`config.mk`:
```
export PLATFORM = sky130hd
export DESIGN_NAME = adc_chain_readout
export DESIGN_NICKNAME = d
export VERILOG_FILES = /design/src/rtl/adc_pkg.sv /design/src/rtl/adc_chain_readout.sv
export SDC_FILE = /design/constraint.sdc
export NUM_CORES = 1
export LEC_CHECK = 0
export BUFFER_PORTS_ARGS = -buffer_cell sky130_fd_sc_hd__buf_2
export CAP_MARGIN = 20
export CORE_MARGIN = 4
export CORE_UTILIZATION = 35
export DETAILED_ROUTE_END_ITERATION = 12
export PLACE_DENSITY_LB_ADDON = 0.1
export SLEW_MARGIN = 20
export SYNTH_ARGS = -nofsm -noshare
export SYNTH_HDL_FRONTEND = slang
export SYNTH_SLANG_ARGS = --single-unit
export TNS_END_PERCENT = 30
```
`constraint.sdc`:
```
create_clock -name i_clk -period 1.8 [get_ports i_clk]
set_clock_uncertainty 0.15 [all_clocks]
set_input_delay 0.45 -clock i_clk [delete_from_list [all_inputs] [get_ports i_clk]]
set_output_delay 0.45 -clock i_clk [all_outputs]
set_load 0.05 [all_outputs]
```
`src/rtl/adc_pkg.sv`:
```
// Purpose: constants for the daisy-chain converter readout
// Assumes: one system clock, link clock sampled as a plain input
// Notes: conversion time is a count of system clock cycles
package adc_pkg;
   localparam int unsigned ADC_RES_BITS = 16;
   localparam real ADC_CLK_MHZ = 100.0;
   localparam real ADC_CONV_NS = 1600.0;
   localparam int unsigned ADC_CONV_CYC = int'($ceil(ADC_CONV_NS * ADC_CLK_MHZ / 1000.0));
   localparam logic [15:0] ADC_SAMPLE_RST = 16'h0000;

   typedef enum logic [1:0] {
      ADC_ST_IDLE = 2'b00,
      ADC_ST_CONV = 2'b01,
      ADC_ST_WAIT = 2'b10,
      ADC_ST_READ = 2'b11
   } adc_state_t;
endpackage : adc_pkg

```
`src/rtl/adc_chain_readout.sv`:
```
// Purpose: serial result readout of one converter in busy-indicator chain mode
// Assumes: start, clock and chain input come from outside and are synchronised here
// Notes: analogue conversion replaced by a timer and a sample input
//
// ****************************************
// Frame walk
// ****************************************
// Start rises with serial clock high: two to three cycles of sync latency,
// then the conversion timer runs for CONV_CYCLES system clocks.
// On the last timer cycle the sample is loaded into the shift register.
// The device then waits until its chain input is high, meaning every
// upstream converter is done too, and drives its serial output high.
// Each serial clock falling edge then puts the next bit out, MSB first,
// while the chain input level enters the low end of the register.
// After sixteen own bits the upstream bits follow through the register.
// Start going low during readout ends the frame and returns the sequencer to idle.
//
// Hazards
// Serial clock edges are found on the system clock, so the link clock
// must stay well below half the system clock rate.
// Starts seen outside idle are ignored; a running frame is never restarted.
module adc_chain_readout
   import adc_pkg::*;
#(
   parameter int unsigned CONV_CYCLES = ADC_CONV_CYC
) (
   input wire logic i_clk,
   input wire logic i_nrst,
   input wire logic i_conversion_start,
   input wire logic i_serial_clock,
   input wire logic i_serial_chain_in,
   input wire logic [15:0] i_sample,
   output logic o_serial_result_out,
   output logic o_low_power,
   output logic o_busy
);
   // ****************************************
   // Input synchronisers
   // ****************************************
   logic [1:0] cnv_meta, sck_meta, sdi_meta;
   logic cnv_s, sck_s, sdi_s, cnv_d, sck_d;
   always_ff @(posedge i_clk or negedge i_nrst) begin
      if (!i_nrst) begin
         cnv_meta <= 2'h0;
         sck_meta <= 2'h0;
         sdi_meta <= 2'h0;
         cnv_d <= 1'b0;
         sck_d <= 1'b0;
      end else begin
         cnv_meta <= {cnv_meta[0], i_conversion_start};
         sck_meta <= {sck_meta[0], i_serial_clock};
         sdi_meta <= {sdi_meta[0], i_serial_chain_in};
         cnv_d <= cnv_meta[1];
         sck_d <= sck_meta[1];
      end
   end
   assign cnv_s = cnv_meta[1];
   assign sck_s = sck_meta[1];
   assign sdi_s = sdi_meta[1];

   logic cnv_rise, sck_fall;
   assign cnv_rise = cnv_s && !cnv_d;
   assign sck_fall = !sck_s && sck_d;

   // ****************************************
   // Conversion sequencer
   // ****************************************
   adc_state_t state;
   adc_state_t next_state;
   logic [31:0] conv_cnt;
   logic [15:0] shreg;
   logic serial_result_out;
   logic started;
   logic start_ok;
   logic conv_done;
   logic upstream_done;
   logic shift_now;

   // Last cycle of the conversion timer
   function automatic logic is_conv_end(input adc_state_t st, input logic [31:0] cnt);
      return (st == ADC_ST_CONV) && (cnt == CONV_CYCLES - 1);
   endfunction

   // Start taken only with the serial clock high
   assign start_ok = cnv_rise && sck_s;
   assign conv_done = is_conv_end(state, conv_cnt);
   // Own conversion over and every upstream device done
   assign upstream_done = (state == ADC_ST_WAIT) && sdi_s;
   // One shift per serial clock falling edge while reading
   assign shift_now = (state == ADC_ST_READ) && sck_fall;

   // Next-state decode
   always_comb begin
      next_state = state;
      unique case (state)
         ADC_ST_IDLE: begin
            if (start_ok) begin
               next_state = ADC_ST_CONV;
            end
         end
         ADC_ST_CONV: begin
            if (conv_done) begin
               next_state = ADC_ST_WAIT;
            end
         end
         ADC_ST_WAIT: begin
            // Busy ends once upstream has also finished
            if (upstream_done) begin
               next_state = ADC_ST_READ;
            end
         end
         ADC_ST_READ: begin
            // Start line low closes the frame
            if (!cnv_s) begin
               next_state = ADC_ST_IDLE;
            end
         end
      endcase
   end

   // State register
   always_ff @(posedge i_clk or negedge i_nrst) begin
      if (!i_nrst) begin
         state <= ADC_ST_IDLE;
      end else begin
         state <= next_state;
      end
   end

   // Conversion timer, cleared on each accepted start
   always_ff @(posedge i_clk or negedge i_nrst) begin
      if (!i_nrst) begin
         conv_cnt <= 32'h0;
      end else if (state == ADC_ST_IDLE && start_ok) begin
         conv_cnt <= 32'h0;
      end else if (state == ADC_ST_CONV && !conv_done) begin
         conv_cnt <= conv_cnt + 32'h1;
      end
   end

   // Frame active flag, feeds the busy indicator
   always_ff @(posedge i_clk or negedge i_nrst) begin
      if (!i_nrst) begin
         started <= 1'b0;
      end else if (state == ADC_ST_IDLE && start_ok) begin
         started <= 1'b1;
      end else if (state == ADC_ST_READ && !cnv_s) begin
         started <= 1'b0;
      end
   end

   // ****************************************
   // Shift register: load, shift and pass-through
   // ****************************************
   // Sample captured at the end of conversion, then shifted per falling edge
   always_ff @(posedge i_clk or negedge i_nrst) begin
      if (!i_nrst) begin
         shreg <= ADC_SAMPLE_RST;
      end else if (conv_done) begin
         shreg <= i_sample;
      end else if (shift_now) begin
         shreg <= {shreg[ADC_RES_BITS-2:0], sdi_s};
      end
   end

   // Serial output bit: low while waiting, high when done, then data
   always_ff @(posedge i_clk or negedge i_nrst) begin
      if (!i_nrst) begin
         serial_result_out <= 1'b0;
      end else if (conv_done) begin
         serial_result_out <= 1'b0;
      end else if (upstream_done) begin
         serial_result_out <= 1'b1;
      end else if (shift_now) begin
         serial_result_out <= shreg[ADC_RES_BITS-1];
      end
   end

   // ****************************************
   // Outputs
   // ****************************************
   always_comb begin
      if (!cnv_s && !sdi_s) begin
         o_serial_result_out = 1'b0;
      end else if (state == ADC_ST_IDLE) begin
         o_serial_result_out = 1'b0;
      end else begin
         o_serial_result_out = serial_result_out;
      end
   end
   // Low power everywhere but the conversion itself
   // Acquisition and readout both count as the quiet phase
   assign o_low_power = (state != ADC_ST_CONV);
   // Busy from accepted start until the chain reports done
   assign o_busy = (state == ADC_ST_CONV) || (started && state == ADC_ST_WAIT);
endmodule : adc_chain_readout

```
; ---- After elaboration in Yosys (flattened, before gate mapping)
; Cells that the tools add are included.
[classes]
n_eq_ne = 9
mux = 16
n_addsub = 1
n_reduce_logical = 23
[ops]
columns = cell, n
row1 = 32-bit 2-to-1 mux, 2
row2 = "32-bit by 1-bit adder with 32-bit output, second input constant", 1
row3 = "32-bit by 8-bit equality test with 1-bit output, second input constant", 1
row4 = 16-bit 2-to-1 mux, 2
row5 = 1-bit logical AND, 11
row6 = 2-bit 2-to-1 mux, 4
row7 = "2-bit != test, second input constant", 4
row8 = 2-bit one-hot mux with 4 select lines, 1
row9 = 1-bit 2-to-1 mux, 7
row10 = 2-bit nonzero test, 3
row11 = 1-bit zero test, 5
row12 = "2-bit equality test, second input constant", 2
row13 = 4-bit AND reduction, 1
row14 = 3-bit nonzero test, 1
row15 = "2-bit by 1-bit equality test with 1-bit output, second input constant", 1
row16 = 2-bit zero test, 1
row17 = "2-bit by 1-bit != test with 1-bit output, second input constant", 1
row18 = 1-bit logical OR, 1
[totals]
out_inout_bits = 3
reg_bits = 60
wordCells = 59

; ---- Longest topological paths before layout
[depth]
word_depth = 6
ltp_mapped = 8

; ---- Worst setup path before layout
; OpenSTA, ideal clock, no wires.
[synth_timing]
path_type = register -> output
from = register state[1]
to = output o_busy
stages_incl_launch_ff = 6
path_slack_ns = -0.334
arrival_time_ns = 1.534
required_ns = 1.200
path_cell_list = dfrtp_1 -> inv_1 -> ha_1 -> buf_2 -> inv_1 -> nand2_1
[synth_between]
elab_chain_len = 3
[synth_rtl]
columns = item, line
row1 = start: declaration, adc_chain_readout.sv:68  ; adc_state_t state;
row2 = start signal: assignment, adc_chain_readout.sv:126  ; state <= next_state;
row3 = 2-bit equality test, adc_chain_readout.sv:195  ; assign o_busy = (state == ADC_ST_CONV) || (started && state == ADC_ST_WAIT);
row4 = 1-bit logical AND, adc_chain_readout.sv:195
row5 = 1-bit logical OR *, adc_chain_readout.sv:195
row6 = end: declaration, adc_chain_readout.sv:35  ; output logic o_busy
; Mark *: on every way between the ends. The rest lies on a longest branch, timed or not.

; ---- Worst setup path in the final report
[layout_timing]
from = register state[1]
to = output o_serial_result_out
[layout_between]
elab_chain_len = 3
[layout_rtl]
columns = item, line
row1 = 2-bit zero test, adc_chain_readout.sv:185  ; end else if (state == ADC_ST_IDLE) begin
row2 = 1-bit 2-to-1 mux, adc_chain_readout.sv:185
row3 = 1-bit 2-to-1 mux, adc_chain_readout.sv:183  ; if (!cnv_s && !sdi_s) begin
row4 = end: declaration, adc_chain_readout.sv:33  ; output logic o_serial_result_out,
; No other way between the ends.

==> impl_metrics.toml <==
[sta]
finalHoldViolCount = 0
fin_tns_setup_ns = -3.99
smallest_hold_slack_ns = 0.0701
rsz0062_at_grt = "true"
maxClockFrequency_mhz = 499
relSlewSlack = 0.762
setup_violations = 41
max_slew_violation_count = 0
min_period_over_period = 1.11
final.min_clock_period_ns = 2.00
setup_ws_ns = -0.204
max_slew.worst_pin.slew_ns = 0.354

[hold_path]
worstHoldPathType = "input pin to register"
whs_endpoint = "sdi_meta[0]"
hold_path_depth = 1
hold_path_startpoint = "i_serial_chain_in"

[layout]
stdcell_count = 505
final_layout_size_suffix_gt1_frac = 0.413
design.final.nets = 423
layout.cells.most_common_list = "sky130_fd_sc_hd__buf_4, sky130_fd_sc_hd__dfrtp_1, sky130_fd_sc_hd__nand2_1"
final_common_cell = "sky130_fd_sc_hd__buf_4"
num_antenna_cells = 0
area_delta_synth_final_pct = 47.4

[synthesis]
share_of_the_synthesized_area_in_compound_gates_ao_oa_aoi_oai = 0.0982
synthDominantAreaCellType = "sky130_fd_sc_hd__dfrtp_1"
number_of_flops_mapped_to_enable_cells_by_yosys = 0
yosys.cell_types.count = 40
total_standard_cell_area_after_synthesis_um2 = 2970
synth_cells = 294
main_combinational_cell_family_by_area_after_synthesis = "simple AND/OR/NAND/NOR gates"
syn-num-nets = 321
postSynth.topFlopCell = "sky130_fd_sc_hd__dfrtp_1"
synth.area.mux_share = 0.0679
synthSimpleGateAreaFrac = 0.224
netlist.area_leader.share = 0.506
ys_ff_latch = 60
synth_seq_area_share = 0.506
synth-async-reset-ratio = 1.00
synth-xor-area-share = 0.0531
synth_adder_area_share = 0.0253
synthesis.area_per_instance_um2 = 10.1
ys.warnings.count = 0
synth_area_leaders = "sky130_fd_sc_hd__dfrtp_1, sky130_fd_sc_hd__mux2i_1, sky130_fd_sc_hd__xor2_1, sky130_fd_sc_hd__o21ai_0, sky130_fd_sc_hd__nand2_1"

[global_routing]
grt_util_met1 = 0.207
use_met3 = 0.0396
grt_use_total = 0.155
grt_pass1_wl_mm = 12.4
antenna_found_initial = 0
grt.met2_usage = 0.250
global_route_total_overflow = 0
top_usage_layer = "met2"
grt_max_degree = 61
number_of_global_route_vias_before_repair = 2586

[routing]
remaining_drc_errors = 0
drt_initial_violations = 70
postRouteWirelength_mm = 7.22
drtPass1Iterations = 4
avgViaCountPerCell = 5.02
routed-via-count = 2537
route.detailed.wl_per_inst_um = 14.3
antenna_left = 0

[setup_path]
worst_ep_arrival_time_ns = 1.40
crit_path_start = "state[1]"
slowest_stage_delay_cp_ns = 0.37
critPathLaunchType = "register"
timing.reg2reg.worst_path_depth = 7
setup.worst_path.class = "register to primary output"
crit_path_cell_trace = "inv_2 -> buf_6 -> ha_4 -> inv_4 -> o211a_1 -> buf_6"
required_ns = 1.20
r2r-start = "conv_cnt[0]"
critPathCaptureType = "primary output"
critical-path-slowest-cell = "sky130_fd_sc_hd__dfrtp_1"
critPathMaxFanout = 3
ff2ff_setup_slack_ns = -0.17
crit_path_frequent_cell = "sky130_fd_sc_hd__buf_6"
critical_path.reg2reg.endpoint = "conv_cnt[15]"

[floorplanning]
fp.coreArea_um2 = 8220
floorplan.initialDensity = 0.361
ios = 24
placementRows = 33
die_width_um = 100
dieArea_um2 = 10000
die_height_um = 100

[status]
failed_checks = "negative setup slack"
status = "finished with violations"

[cts]
cts_tree = "yes"
cts_buffers = 9
clock_path_buffers = 2
worst_skew_late_latency_ns = 0.33
clock_tree.root_cell = "sky130_fd_sc_hd__clkbuf_8"
clk_pin_slew_worst_paths_ns = 0.07
max_h_tree_level = 3
cts.sink_count = 60

[placement]
place_worst_setup_slack_ns = -0.324
dp_hpwl_mm = 4.74
port_buffers = 23
replace_congestion = 0.763
place.detailed.instances = 477

[power]
power_leakage_nw = 2.02
cellPowerDensity_nw_per_um2 = 1030
ir_worst_vdd_uv = 937

[run]
maximum_capacitance_violations = 0
cells in the mapped netlist, types with 4 or more instances:
master                     instances
sky130_fd_sc_hd__or3_1            12
sky130_fd_sc_hd__xor2_1           17
sky130_fd_sc_hd__a21oi_1          14
sky130_fd_sc_hd__nand2_1          32
sky130_fd_sc_hd__o21ai_0          28
sky130_fd_sc_hd__nor4_1            7
sky130_fd_sc_hd__nand3_1           9
sky130_fd_sc_hd__buf_2             4
sky130_fd_sc_hd__clkbuf_1          5
sky130_fd_sc_hd__nor2_1           23
sky130_fd_sc_hd__dfrtp_1          60
sky130_fd_sc_hd__inv_1             9
sky130_fd_sc_hd__mux2i_1          19
sky130_fd_sc_hd__and3_1            5
sky130_fd_sc_hd__nand4_1          10
sky130_fd_sc_hd__ha_1              6
registers in the layout, indices dropped and copies added, names as in the netlist:
signal and flops:
started 1, conv_cnt 32, cnv_d 1, serial_result_out 1, shreg 16, sdi_meta 2, cnv_meta 2, state 2
sck_d 1, sck_meta 2
layer usage:
metal / share of wire / wire, µm / vias to the layer above
met5: 0 / 0 / -
met4: 0.015 / 108 / 0
met3: 0.031 / 221 / 7
met2: 0.49 / 3530 / 33
met1: 0.47 / 3360 / 1240
li1: - / - / 1257
critical path, delay by kind of cell, from the launching register on:
family                     cells  cell delay (ns)
DFF                            1             0.37
adders and majority gates      1             0.16
AOI/OAI and AO/OA              1             0.15
buffers and inverters          4             0.39
power breakdown:
group / switching, mW / internal, mW / total, mW
sequential: 0.110 / 1.50 / 1.61
clock: 0.532 / 0.845 / 1.38
combinational: 0.731 / 0.774 / 1.51
metrics by stage:
step	total power, mW	util	area (µm²)
after floorplan	2.30	-	3050
after global placement	2.78	0.459	3770
after detailed placement	2.81	0.459	3770
after CTS	4.45	0.522	4290
after global routing	4.78	0.532	4370
final	4.50	0.532	4370
cells by family after synthesis:
group	count (synthesis)
multiplexers	20
AND/OR/NAND/NOR	119
adder cells (fa/ha/maj)	6
buffers and inverters	19
XOR/XNOR	18
flip-flops	60
AO/OA/AOI/OAI	52
repair_timing:
action,CTS,global route
setup endpoints to repair,49,54
gates cloned,2,0
hold endpoints to repair,60,0
pin swaps,22,12
hold buffers,1,0
gates resized for setup,47,26
setup buffers,9,4
cell type report:
cell class,instances,area (µm²)
clock buffer,11,151
tap,105,131
timing repair buffer,100,808
multi-input combinational,216,1660
fill,738,3840
clock inverter,4,72.6
sequential,60,1510
inverter,9,42.5
worst max path at each step:
stage	end	slack, ns	cells after the start
final	o_serial_result_out	-0.20	6
after global routing	o_serial_result_out	-0.27	6
after CTS	o_busy	-0.23	6
after detailed placement	state[1]	-0.32	5
after global placement	state[1]	-0.29	5
after floorplan	conv_cnt[3]	-0.12	5
No activity file was read; power rests on OpenSTA's default activity.
